==> src/shared/scs_map.svh <==
// address map, field positions, reset values and timing figures
`ifndef SCS_MAP_SVH
`define SCS_MAP_SVH
// ----------------------------------------------------------------
// clock rate
// ----------------------------------------------------------------
`define SCS_CLK_MHZ        100
// ----------------------------------------------------------------
// register byte offsets
// ----------------------------------------------------------------
`define SCS_OFF_CTRL       8'h00
`define SCS_OFF_STAT       8'h04
`define SCS_OFF_MASK       8'h08
`define SCS_OFF_STATE      8'h0C
// ----------------------------------------------------------------
// control fields
// ----------------------------------------------------------------
`define SCS_CTRL_W         5
`define SCS_CTRL_QCGO      5
`define SCS_CTRL_RST       5'h06
// ----------------------------------------------------------------
// event bits of status and mask
// ----------------------------------------------------------------
`define SCS_EV_W           3
`define SCS_EV_CMFAIL      0
`define SCS_EV_QCPASS      1
`define SCS_EV_QCFAIL      2
// ----------------------------------------------------------------
// timing
// ----------------------------------------------------------------
`define SCS_CM_TIMEOUT_NS  2000
`define SCS_QC_WINDOW_NS   40000
`define SCS_QC_EDGES       256
`define SCS_SELF_DIV       4
`define SCS_NUM_CAN        2
// ----------------------------------------------------------------
// bus responses
// ----------------------------------------------------------------
`define SCS_RESP_OKAY      2'h0
`define SCS_RESP_SLVERR    2'h2
`endif

==> src/shared/scs_pkg.sv <==
// types shared by the clock supervision design
`include "scs_map.svh"
package scs_pkg;
  // one-cycle clock enables handed to the consumers
  typedef struct packed {
    logic                        core;
    logic                        bus;
    logic                        flash_bus;
    logic                        flash_osc;
    logic                        lcd;
    logic [`SCS_NUM_CAN-1:0]     can;
  } scs_clk_en_t;
  // control register image, bit 0 at the bottom
  typedef struct packed {
    logic [`SCS_NUM_CAN-1:0]     can_osc;
    logic                        scme;
    logic                        cme;
    logic                        pll_sel;
  } scs_ctrl_t;
  // quality checker states
  typedef enum logic [1:0] {
    SCS_QC_IDLE = 2'b01,
    SCS_QC_RUN  = 2'b10
  } scs_qc_st_t;
endpackage

==> src/verilog/scs_edge.sv <==
// rising edge detector turning a sampled clock level into a tick
`timescale 1ns/100ps
`default_nettype none
module scs_edge (
  // clock and reset
  input  wire logic aclk,
  input  wire logic aresetn,
  // sampled level and its edge pulse
  input  wire logic lvl,
  output logic      tick
);
  logic prev;  // level one cycle ago

  // edge pulse is registered so consumers see a clean enable
  always_ff @(posedge aclk) begin
    if (!aresetn) begin
      prev <= 1'b0;
      tick <= 1'b0;
    end else begin
      prev <= lvl;
      tick <= lvl & ~prev;
    end
  end
endmodule
`default_nettype wire

==> src/verilog/scs_qchk.sv <==
// clock quality checker: counts oscillator edges in a fixed window
`timescale 1ns/100ps
`default_nettype none
`include "scs_map.svh"
module scs_qchk
  import scs_pkg::*;
(
  // clock and reset
  input  wire logic aclk,
  input  wire logic aresetn,
  // oscillator tick and launch request
  input  wire logic osc_tick,
  input  wire logic start,
  // result
  output logic      busy,
  output logic      done,
  output logic      pass
);
  localparam int WIN_CYC = `SCS_QC_WINDOW_NS * `SCS_CLK_MHZ / 1000;
  scs_qc_st_t  st;        // checker state
  logic [11:0] win_cnt;   // cycles spent in the window
  logic [8:0]  edges;     // edges seen, saturates at target
  wire         win_end = (win_cnt == 12'(WIN_CYC - 1));
  wire         reached = (edges == 9'(`SCS_QC_EDGES));

  assign busy = (st == SCS_QC_RUN);

  // launch is ignored while a window is open
  always_ff @(posedge aclk) begin
    if (!aresetn) begin
      st      <= SCS_QC_IDLE;
      win_cnt <= 12'h000;
      edges   <= 9'h000;
      done    <= 1'b0;
      pass    <= 1'b0;
    end else begin
      done <= 1'b0;
      unique case (st)
        SCS_QC_IDLE: begin
          win_cnt <= 12'h000;
          edges   <= 9'h000;
          if (start) st <= SCS_QC_RUN;
        end
        SCS_QC_RUN: begin
          win_cnt <= win_cnt + 12'h001;
          if (osc_tick && !reached) edges <= edges + 9'h001;
          if (win_end) begin
            st   <= SCS_QC_IDLE;
            done <= 1'b1;
            pass <= reached;
          end
        end
      endcase
    end
  end
endmodule
`default_nettype wire

==> src/verilog/scs_top.sv <==
// clock selection, distribution enables, clock monitor and AXI regs
//
// Decided for this implementation: the register offsets and the AXI4-Lite register port.
`timescale 1ns/100ps
`default_nettype none
`include "scs_map.svh"
module scs_top
  import scs_pkg::*;
(
  // clock and reset
  input  wire logic        aclk,
  input  wire logic        aresetn,
  // axi4-lite write address
  input  wire logic        awvalid,
  output logic             awready,
  input  wire logic [7:0]  awaddr,
  // axi4-lite write data
  input  wire logic        wvalid,
  output logic             wready,
  input  wire logic [31:0] wdata,
  input  wire logic [3:0]  wstrb,
  // axi4-lite write response
  output logic             bvalid,
  input  wire logic        bready,
  output logic [1:0]       bresp,
  // axi4-lite read address
  input  wire logic        arvalid,
  output logic             arready,
  input  wire logic [7:0]  araddr,
  // axi4-lite read data
  output logic             rvalid,
  input  wire logic        rready,
  output logic [31:0]      rdata,
  output logic [1:0]       rresp,
  // sampled clock sources and wake event
  input  wire logic        osc_in,
  input  wire logic        pll_in,
  input  wire logic        wakeup,
  // clock enables, reset request and interrupt
  output scs_clk_en_t      clk_en,
  output logic             sys_reset_req,
  output logic             irq
);
  // ----------------------------------------------------------------
  // constants
  // ----------------------------------------------------------------
  localparam int CM_CYC = `SCS_CM_TIMEOUT_NS * `SCS_CLK_MHZ / 1000;

  // one-hot decode of a register offset, all zero when unmapped
  function automatic logic [3:0] scs_dec(input logic [7:0] a);
    scs_dec = {a == `SCS_OFF_STATE, a == `SCS_OFF_MASK,
               a == `SCS_OFF_STAT,  a == `SCS_OFF_CTRL};
  endfunction

  // ----------------------------------------------------------------
  // declarations
  // ----------------------------------------------------------------
  scs_ctrl_t             ctrl;       // software control image
  logic [`SCS_EV_W-1:0]  status;     // sticky events
  logic [`SCS_EV_W-1:0]  mask;       // interrupt enables
  logic                  qc_go;      // software launch pulse
  logic                  osc_tick;   // oscillator rising edge
  logic                  pll_tick;   // pll rising edge
  logic [1:0]            self_cnt;   // self-clock divider
  logic                  self_tick;  // self-clock enable
  logic                  self_clk;   // running on self-clock
  logic                  bus_ph;     // bus divide-by-two phase
  logic [7:0]            cm_cnt;     // cycles since last osc edge
  logic                  osc_lost;   // monitor has timed out
  logic                  qc_busy;    // quality window open
  logic                  qc_done;    // quality verdict pulse
  logic                  qc_pass;    // last verdict
  logic                  aw_got;     // write address held
  logic                  w_got;      // write data held
  logic [7:0]            aw_addr;    // held write address
  logic [31:0]           w_data;     // held write data
  logic [3:0]            w_strb;     // held write strobes
  scs_clk_en_t           next_clk;   // enables before the register

  // ----------------------------------------------------------------
  // source edge detection and quality checker
  // ----------------------------------------------------------------
  scs_edge u_osc_edge (
    .aclk    (aclk),
    .aresetn (aresetn),
    .lvl     (osc_in),
    .tick    (osc_tick)
  );

  scs_edge u_pll_edge (
    .aclk    (aclk),
    .aresetn (aresetn),
    .lvl     (pll_in),
    .tick    (pll_tick)
  );

  // monitor has gone a full timeout without an oscillator edge
  wire cm_hit = (cm_cnt == 8'(CM_CYC - 1));
  // wake-up, monitor failure or software can open a window
  wire cm_fail = cm_hit & ctrl.cme & ~osc_lost;
  wire qc_start = wakeup | cm_fail | qc_go;

  scs_qchk u_qchk (
    .aclk     (aclk),
    .aresetn  (aresetn),
    .osc_tick (osc_tick),
    .start    (qc_start),
    .busy     (qc_busy),
    .done     (qc_done),
    .pass     (qc_pass)
  );

  // ----------------------------------------------------------------
  // clock monitor
  // ----------------------------------------------------------------
  // counter restarts on every oscillator edge and saturates
  always_ff @(posedge aclk) begin
    if (!aresetn) begin
      cm_cnt   <= 8'h00;
      osc_lost <= 1'b0;
    end else if (osc_tick) begin
      cm_cnt   <= 8'h00;
      osc_lost <= 1'b0;
    end else if (cm_hit) begin
      osc_lost <= osc_lost | ctrl.cme;
    end else begin
      cm_cnt   <= cm_cnt + 8'h01;
    end
  end

  // failure falls back to self-clock or asks for a system reset;
  // self-clock is left only once a quality window passes
  always_ff @(posedge aclk) begin
    if (!aresetn) begin
      self_clk      <= 1'b0;
      sys_reset_req <= 1'b0;
    end else begin
      sys_reset_req <= cm_fail & ~ctrl.scme;
      if (cm_fail && ctrl.scme) begin
        self_clk <= 1'b1;
      end else if (qc_done && qc_pass) begin
        self_clk <= 1'b0;
      end
    end
  end

  // ----------------------------------------------------------------
  // self-clock divider
  // ----------------------------------------------------------------
  wire self_wrap = (self_cnt == 2'(`SCS_SELF_DIV - 1));

  // free-running stand-in for the pll in self-clock mode
  always_ff @(posedge aclk) begin
    if (!aresetn) begin
      self_cnt  <= 2'h0;
      self_tick <= 1'b0;
    end else begin
      self_cnt  <= self_wrap ? 2'h0 : self_cnt + 2'h1;
      self_tick <= self_wrap;
    end
  end

  // ----------------------------------------------------------------
  // clock selection and distribution
  // ----------------------------------------------------------------
  // self-clock overrides the software choice
  wire src_tick = self_clk     ? self_tick :
                  ctrl.pll_sel ? pll_tick  : osc_tick;

  always_comb begin
    next_clk           = '0;
    next_clk.core      = src_tick;
    next_clk.bus       = src_tick & bus_ph;
    next_clk.flash_bus = src_tick & bus_ph;
    next_clk.flash_osc = osc_tick;
    next_clk.lcd       = osc_tick;
    for (int i = 0; i < `SCS_NUM_CAN; i++) begin
      next_clk.can[i] = ctrl.can_osc[i] ? osc_tick
                                        : (src_tick & bus_ph);
    end
  end

  // bus runs at half the core rate; enables are registered
  always_ff @(posedge aclk) begin
    if (!aresetn) begin
      bus_ph <= 1'b0;
      clk_en <= '0;
    end else begin
      if (src_tick) bus_ph <= ~bus_ph;
      clk_en <= next_clk;
    end
  end

  // ----------------------------------------------------------------
  // axi4-lite write path
  // ----------------------------------------------------------------
  // address and data may arrive in either order; both are held
  // and the write is applied one cycle after the later one
  assign awready = ~aw_got & ~bvalid;
  assign wready  = ~w_got & ~bvalid;
  wire   do_wr   = aw_got & w_got;
  wire   [3:0] wr_hit = scs_dec(aw_addr);

  always_ff @(posedge aclk) begin
    if (!aresetn) begin
      aw_got  <= 1'b0;
      w_got   <= 1'b0;
      aw_addr <= 8'h00;
      w_data  <= 32'h0000_0000;
      w_strb  <= 4'h0;
    end else if (do_wr) begin
      aw_got <= 1'b0;
      w_got  <= 1'b0;
    end else begin
      if (awvalid && awready) begin
        aw_got  <= 1'b1;
        aw_addr <= awaddr;
      end
      if (wvalid && wready) begin
        w_got  <= 1'b1;
        w_data <= wdata;
        w_strb <= wstrb;
      end
    end
  end

  // response; unmapped or read-only targets answer slverr
  always_ff @(posedge aclk) begin
    if (!aresetn) begin
      bvalid <= 1'b0;
      bresp  <= `SCS_RESP_OKAY;
    end else if (do_wr) begin
      bvalid <= 1'b1;
      bresp  <= (wr_hit[0] | wr_hit[2]) ? `SCS_RESP_OKAY
                                        : `SCS_RESP_SLVERR;
    end else if (bready) begin
      bvalid <= 1'b0;
    end
  end

  // control and mask live in byte lane 0
  wire wr_lane0 = do_wr & w_strb[0];

  always_ff @(posedge aclk) begin
    if (!aresetn) begin
      ctrl  <= scs_ctrl_t'(`SCS_CTRL_RST);
      mask  <= '0;
      qc_go <= 1'b0;
    end else begin
      qc_go <= wr_lane0 & wr_hit[0] & w_data[`SCS_CTRL_QCGO];
      if (wr_lane0 && wr_hit[0]) ctrl <= w_data[`SCS_CTRL_W-1:0];
      if (wr_lane0 && wr_hit[2]) mask <= w_data[`SCS_EV_W-1:0];
    end
  end

  // ----------------------------------------------------------------
  // axi4-lite read path and event status
  // ----------------------------------------------------------------
  assign arready = ~rvalid;
  wire   rd_take = arvalid & arready;
  wire   [3:0] rd_hit = scs_dec(araddr);
  wire   [31:0] rd_word =
    rd_hit[0] ? 32'(ctrl) :
    rd_hit[1] ? 32'(status) :
    rd_hit[2] ? 32'(mask) :
    rd_hit[3] ? {28'h0, qc_pass, qc_busy, osc_lost, self_clk} :
                32'h0000_0000;

  // events of this cycle; a new event beats a read-clear
  wire [`SCS_EV_W-1:0] ev = {qc_done & ~qc_pass, qc_done & qc_pass,
                             cm_fail};
  wire [`SCS_EV_W-1:0] rd_clr = {`SCS_EV_W{rd_take & rd_hit[1]}};

  always_ff @(posedge aclk) begin
    if (!aresetn) begin
      status <= '0;
    end else begin
      status <= (status & ~rd_clr) | ev;
    end
  end

  // read data registered at the address handshake
  always_ff @(posedge aclk) begin
    if (!aresetn) begin
      rvalid <= 1'b0;
      rdata  <= 32'h0000_0000;
      rresp  <= `SCS_RESP_OKAY;
    end else if (rd_take) begin
      rvalid <= 1'b1;
      rdata  <= rd_word;
      rresp  <= (|rd_hit) ? `SCS_RESP_OKAY : `SCS_RESP_SLVERR;
    end else if (rready) begin
      rvalid <= 1'b0;
    end
  end

  // level interrupt while any unmasked event is pending
  assign irq = |(status & mask);
endmodule
`default_nettype wire

==> config.mk <==
export PLATFORM = sky130hd
export DESIGN_NAME = scs_top
export DESIGN_NICKNAME = d
export VERILOG_FILES = /design/src/shared/scs_pkg.sv /design/src/verilog/scs_edge.sv /design/src/verilog/scs_qchk.sv /design/src/verilog/scs_top.sv
export VERILOG_INCLUDE_DIRS = /design/src /design/src/shared
export SDC_FILE = /design/constraint.sdc
export NUM_CORES = 1
export LEC_CHECK = 0
export BUFFER_PORTS_ARGS = -buffer_cell sky130_fd_sc_hd__buf_2
export CAP_MARGIN = 20
export CORE_MARGIN = 4
export CORE_UTILIZATION = 29
export CTS_CLUSTER_SIZE = 40
export DETAILED_ROUTE_END_ITERATION = 8
export PLACE_DENSITY_LB_ADDON = 0.1
export SLEW_MARGIN = 5
export SYNTH_ARGS = -nofsm -noshare
export SYNTH_HDL_FRONTEND = slang
export SYNTH_SLANG_ARGS = --single-unit
export TNS_END_PERCENT = 50
==> constraint.sdc <==
create_clock -name aclk -period 2.1 [get_ports aclk]
set_clock_uncertainty 0.05 [all_clocks]
set_input_delay 0.21 -clock aclk [delete_from_list [all_inputs] [get_ports aclk]]
set_output_delay 0.21 -clock aclk [all_outputs]
set_load 0.1 [all_outputs]
==> results of run 1 <==
[worst paths after layout]
| path | startpoint | end | cells past startpoint |
|---|---|---|---|
| worst max-delay path | aw_addr[4] | ctrl[1] | 3 |
| worst min register to register | u_pll_edge.prev | u_pll_edge.tick | 1 |
| worst max register to register | aw_addr[4] | ctrl[1] | 3 |
| worst min-delay path | osc_in | u_osc_edge.prev | 2 |
[power groups by stage]
stage / Combinational (mW) / Clock [mW] / Sequential (mW)
floorplan: 0.476 / 0 / 1.82
global placement: 0.558 / 0 / 1.78
detailed placement: 0.562 / 0 / 1.78
CTS: 0.562 / 1.94 / 1.74
global route: 0.594 / 2.01 / 1.75
finish: 0.559 / 1.87 / 1.74
[state kept, by name, summed over array words and instances (netlist names), 3 cells and up]
register        count
cm_cnt              8
w_data              6
rdata               5
u_qchk.edges        9
u_qchk.win_cnt     12
clk_en              5
ctrl                5
status              3
aw_addr             8
mask                3
[layer usage]
metal | GRT usage [%] | wire [µm]
met1 | 15.1 | 3970
met5 | 0 | 0
met2 | 17.6 | 3710
met3 | 4.62 | 412
met4 | 3.32 | 129
[cells in the final DEF, fill, tap and decap left out, drive strengths merged, types with 4 or more instances in the layout]
cell,instances
a21oi,21
nand2,35
nand2b,6
xor2,6
nand3,16
clkbuf,11
ha,5
and2,7
o21a,4
nor4,6
dfxtp,87
or3,9
nand4,11
o31ai,4
mux2i,27
buf,62
o21ai,13
inv,16
nor2,34
or4,7
nor3b,4
conb,29
nor3,8
[area by class of cell]
| type | instances | area [µm²] |
|---|---|---|
| fill | 1327 | 8220 |
| timing repair buffer | 62 | 333 |
| clock buffer | 11 | 253 |
| inverter | 16 | 60.1 |
| sequential | 87 | 1740 |
| multi-input combinational | 295 | 1850 |
| clock inverter | 5 | 104 |
| tap | 172 | 215 |
[per-stage QoR]
step	total power [mW]	hold slack (ps)	worst slack [ps]	instances
global placement	2.34	326	337	632
floorplan	2.29	302	-253	445
finish	4.18	49.8	325	648
detailed placement	2.34	322	332	632
global route	4.35	40.6	156	648
CTS	4.25	39.4	307	648
[worst max-delay path: stages (launching register included)]
cell	delay [ps]
dfxtp_1	310
or4_4	580
nor4_4	530
mux2i_1	240
[cells by family after synthesis]
group / synth area share (%)
flops: 45.3
xor+xnor: 1.82
other cells: 0.0976
simple gates: 23.4
buf+inv: 9.19
mux: 8.79
fa+ha+maj: 1.63
compound gates: 9.74
[cells in the mapped netlist, types with 7 or more instances]
cell type	number
nor2_1	34
and2_1	7
nand3_1	16
nand2_1	35
buf_4	31
a21oi_1	21
or3_1	8
mux2i_1	27
o21ai_0	13
inv_1	16
clkbuf_1	13
dfxtp_1	87
nand4_1	11
nor3_1	8
==> results.md, run 1 <==
- Status: finished, final reports clean
- Final WL: 8.22 mm
- DR iter-0 viols: 121
- GP Congestion: around 0.73
- Maximum buffer depth of the clock tree: 2
- Number of remaining DRC errors: 0
- First-pass GRT wire length: 13.6 mm
- Leakage power: 1.79 nW
- Worst-Margin Slew: ~520 ps
- Register area share after synthesis: 45.3%
- CP max FO: 6
- # nets final: about 540
- Row count: 41
- Kind of start point of the critical path: flop
- WP data arrival: 1990 ps
- Die X: 123 µm
- F_max: 563 MHz
- WP data required: 2320 ps
- Clock power frac: 44.9%
- Root buf cell: clkbuf_16
- Core Area: ~13000 µm²
- Syn Area/Cell: just over 9 µm²
- Max_slew headroom: 65.1%
- CTS clk-pin slew, worst paths: 60 ps
- Cell taking the most area after synthesis: dfxtp_1
- Die Ht: 123 µm
- Via Count: about 3000
- RSZ-0062 raised after global routing: no
- Routed Antenna Nets: 0
- Vias in the first global route: 2757
- Finish-stage setup viols: 0
- Share of power burned in registers: 41.7%
- Worst Setup End Kind: flop
- Vias per inst: 4.53
- YS warnings: 0
- CTS tree: yes
- Combinational power share: 13.4%
- Initial antenna violation count: 0
- PwrDens: 916 nW/µm²
- # Max-Cap Violations: 0
- HP Class: primary input to flop
- Synth Register Bits: 87
- Total CTS buffers: 9
- Design Area, Final: roughly 4600 µm²
- Area share of the largest cell type after synthesis: 45.3%
- Port-buffer cells: 53
- H-tree depth: 3
- First-pass iteration count of the detailed router: 4
- Area added between synthesis and finish: 18.7%
- Final worst path period share: 84.5%
- Post-CTS Resized: 0
- Crit Path Category: flop to flop
- Grt ovf: 0
- # IOs: 112
- Avg WL per Cell: 12.7 µm
- DP Area: approximately 4200 µm²
- Fin. Hold Viols: 0
- Layout cell share with drive strength beyond 1: 18.5%
- Post-synth top flop: dfxtp_1
- VDD IR max: 0.413 mV
- Reg2Reg Setup Slack: about 320 ps
- Post-CTS Setup Inserts: 0
- DP HPWL: roughly 6 mm
- Post-CTS Hold Fix Bufs: 0
- Crit path time final: 1780 ps
- Switch Pwr: 1.13 mW
- ANT cells: 0
- Sw frac: between 20 and 30%
- Layout Utilization: 35.7%
- Int Pwr: 3.04 mW
- Dominant cells by area after synthesis: dfxtp_1 (45%), mux2i_1 (7.0%), buf_4 (6.1%), nand2_1 (3.4%), nor2_1 (3.3%)
- Clk sink count: 87
- Async SR Flop Fraction: 0%
- Netlist cell types: 52
- Total track usage: around 12%
- Post-synth EDFFs: 0
- Count of pins over their slew limit: 0
- Die area: 15200 µm²
- Post-Syn Area: 3840 µm²
- Final TNS setup: 0 ps
- Cells after Synth: roughly 420
- Largest net degree at the start of global routing: 28
- Clk_lat worst skew: 340 ps
- Initial core utilization: 30.1%
No activity file was read; power rests on OpenSTA's default activity.
==> run 2: changes to the inputs <==
- ABC_AREA: unset -> 1
- clock period: 2.1 -> 1.9 ns (I/O delays scaled with it)
==> run 2 against run 1 <==
Critical endpoint is now irq. Power rose by 8.9%. Combinational power rose by 22%. Wire length rose by 1.9%. Synthesized cell count rose by 22%. Cell count rose by 15%. Global-route usage rose by 0.40 points. Critical path depth did not move. Count of clock-buffer cells in the layout fell by 1.
==> results.md, run 2 <==
- Initial antenna violation count: 0
- Post-synth top flop: dfxtp_1
- Area added between synthesis and finish: 18.1%
- Most common cell after layout, fill and taps aside: dfxtp_1
- Reg2Reg Setup Slack: 420 ps
- Port-buffer cells: 53
- Routed Antenna Nets: 0
- Synth Register Bits: 87
- Die Ht: 123 µm
- CTS clk-pin slew, worst paths: 60 ps
- PwrDens: 1000 nW/µm²
- Crit path time final: about 1500 ps
- Netlist cell types: 37
- Root buf cell: clkbuf_16
- Total CTS buffers: 9
- CP bufs+invs: 1
- Area share of the largest cell type after synthesis: 45.3%
- Clock power frac: between 40% and 50%
- Total track usage: 11.9%
- CP max stage cell: buf_2
- # nets final: between 600 and 700
- # Max-Cap Violations: 0
- Clk sink count: 87
- Combinational power share: between 10% and 20%
- Vias per inst: 4.35
- WP data arrival: about 1300 ps
- Syn Area/Cell: 7.55 µm²
- Fin. Hold Viols: 0
- Crit Path Category: flop to output port
- Final WL: 8.38 mm
- Most common cell in the netlist: dfxtp_1
- Most frequent cells in the layout: dfxtp_1 (85), nand2_1 (80), nor2_1 (73)
- Reg2Reg Capture Point: u_qchk.win_cnt[10]
- Worst Setup End Kind: output port
- CP delay by family, top: buffers and inverters
- Post-synth EDFFs: 0
- RSZ-0062 raised after global routing: no
- Post-CTS Setup Inserts: 0
- Die X: about 120 µm
- ANT cells: 0
- Switch Pwr: 1.35 mW
- Kind of start point of the critical path: flop
- Layout cell share with drive strength beyond 1: 16.5%
- Number of remaining DRC errors: 0
- GP Congestion: 0.773
- Core Area: 12800 µm²
- CP max FO: 3
- Worst Reg-to-Reg Cells: 8
- Biggest register: u_qchk.win_cnt
- CP cell instances: nand2_1, nand3_1, buf_2
- Grt ovf: 0
- Worst Setup EP: irq
- HP Class: primary input to flop
- DP Worst Slack: 412 ps
- Vias in the first global route: 3092
- Finish-stage setup viols: 0
- FILL cells: 1368
- Share of power burned in registers: between 40 and 50%
- Register area share after synthesis: a little under half
- VDD IR max: ~0.55 mV
- Cell taking the most area after synthesis: dfxtp_1
- WP data required: ~1700 ps
- Reg2reg start: u_qchk.win_cnt[0]
- Crit path from: mask[1]
- Status: finished, final reports clean
- Synth cell count leaders: dfxtp_1 (87), nand2_1 (80), nor2_1 (75)
- Async SR Flop Fraction: 0%
- CTS tree: yes
- CP max stage delay: 420 ps
- Sw frac: 29.6%
- Cells after Synth: 509
- Hold Path Depth: 3
- Setup ws final: 381 ps
- First-pass iteration count of the detailed router: 4
- Via Count: 3229
- DR iter-0 viols: 164
- Avg WL per Cell: 11.3 µm
- Die area: 15200 µm²
- F_max: 659 MHz
- Crit path depth: 3
- Row count: 41
- Int Pwr: roughly 3.2 mW
- Dominant cells by area after synthesis: dfxtp_1 (45%), nand2_1 (7.8%), nor2_1 (7.3%), buf_4 (6.1%), a21oi_1 (5.6%)
- Initial core utilization: between 30% and 40%
- Clk_lat worst skew: approximately 340 ps
- Top flop regs: u_qchk.win_cnt x12, u_qchk.edges x9
- Largest net degree at the start of global routing: 32
- First-pass GRT wire length: approximately 14 mm
- Maximum buffer depth of the clock tree: 2
- Pwr Total: 4.55 mW
- DP HPWL: 6.36 mm
- YS warnings: 0
- H-tree depth: 3
- # IOs: 112
- Count of pins over their slew limit: 0
- Final worst path period share: between 70% and 80%
- Max reg flops: 12
- Post-Syn Area: 3840 µm²
- Leakage power: 1.91 nW
==> run 2: changes by cell type after synthesis, moves of 6 or more <==
cell / previous run / this run
nand3_1: 16 / 36
nor2_1: 34 / 75
mux2i_1: 27 / 0
o21ai_0: 13 / 28
nand2_1: 35 / 80
a21oi_1: 21 / 43
or3_1: 8 / 0
and2_1: 7 / 0
inv_1: 16 / 49
inv_2: 0 / 6
nand2b_1: 6 / 0
clkbuf_1: 13 / 6
or4_1: 6 / 0
==> run 2: how the worst min path moves through the flow <==
stage	start	end	slack (ps)
final	osc_in	u_osc_edge.prev	40
after global routing	bready	bvalid	50
after floorplan	osc_in	u_osc_edge.prev	260
after detailed placement	u_pll_edge.prev	u_pll_edge.tick	340
after CTS	bready	bvalid	30
after global placement	u_osc_edge.prev	u_osc_edge.tick	320
==> run 2: layout make-up <==
class	count	area (µm²)	area share [%]
multi-input combinational	355	1740	38.3
tap	172	215	4.74
inverter	56	214	4.72
timing repair buffer	56	290	6.40
clock buffer	10	239	5.27
clock inverter	6	93.8	2.07
sequential	87	1750	38.5
==> run 2: power by group through the flow <==
stage | combinational, mW | clock, mW | sequential (mW)
finish | 0.681 | 1.93 | 1.94
floorplan | 0.553 | 0 | 2.05
global route | 0.733 | 2.08 | 1.94
CTS | 0.688 | 2.01 | 1.94
detailed placement | 0.685 | 0 | 1.98
global placement | 0.682 | 0 | 1.98
==> run 2: metal layers <==
metal	GRT usage (%)	share of wire (%)	wire [µm]	vias up
met5	0	0	0	-
met4	3.18	1.2	98	0
met3	4.39	6.1	513	7
met2	19.4	46	3860	82
met1	15.0	47	3910	1428
li1	-	-	-	1712
==> run 2: logic make-up after synthesis <==
kind of cell,count (synthesis),share of synthesized area (%)
buf+inv,95,12.5
simple gates,225,26.1
xor+xnor,5,1.14
other cells,1,0.0976
compound gates,91,13.2
fa+ha+maj,5,1.63
flops,87,45.3
==> run 2: what timing repair did <==
| action | CTS | global route |
|---|---|---|
| hold endpoints to repair | 1 | 0 |
| hold buffers | 1 | 0 |
| resized for setup | 0 | 0 |
==> run 2: metrics by stage <==
stage                     instances  instance area, µm²  setup TNS, ps  utilization (%)  hold WS, ps
after floorplan                 537                3970           -118                -          256
after global placement          725                4190              0             32.8          324
after detailed placement        725                4190              0             32.8          335
after CTS                       742                4540              0             35.5         30.9
after global routing            742                4540              0             35.5         46.2
final                           742                4540              0             35.5         37.2
==> run 2: worst reg2reg max path: cells and delay by family (launching register included) <==
kind,cells,cell delay (ps)
buffers and inverters,1,60
AO/OA/AOI/OAI,2,230
flip-flops,1,350
AND/OR/NAND/NOR,4,510
adder cells (fa/ha/maj),1,170
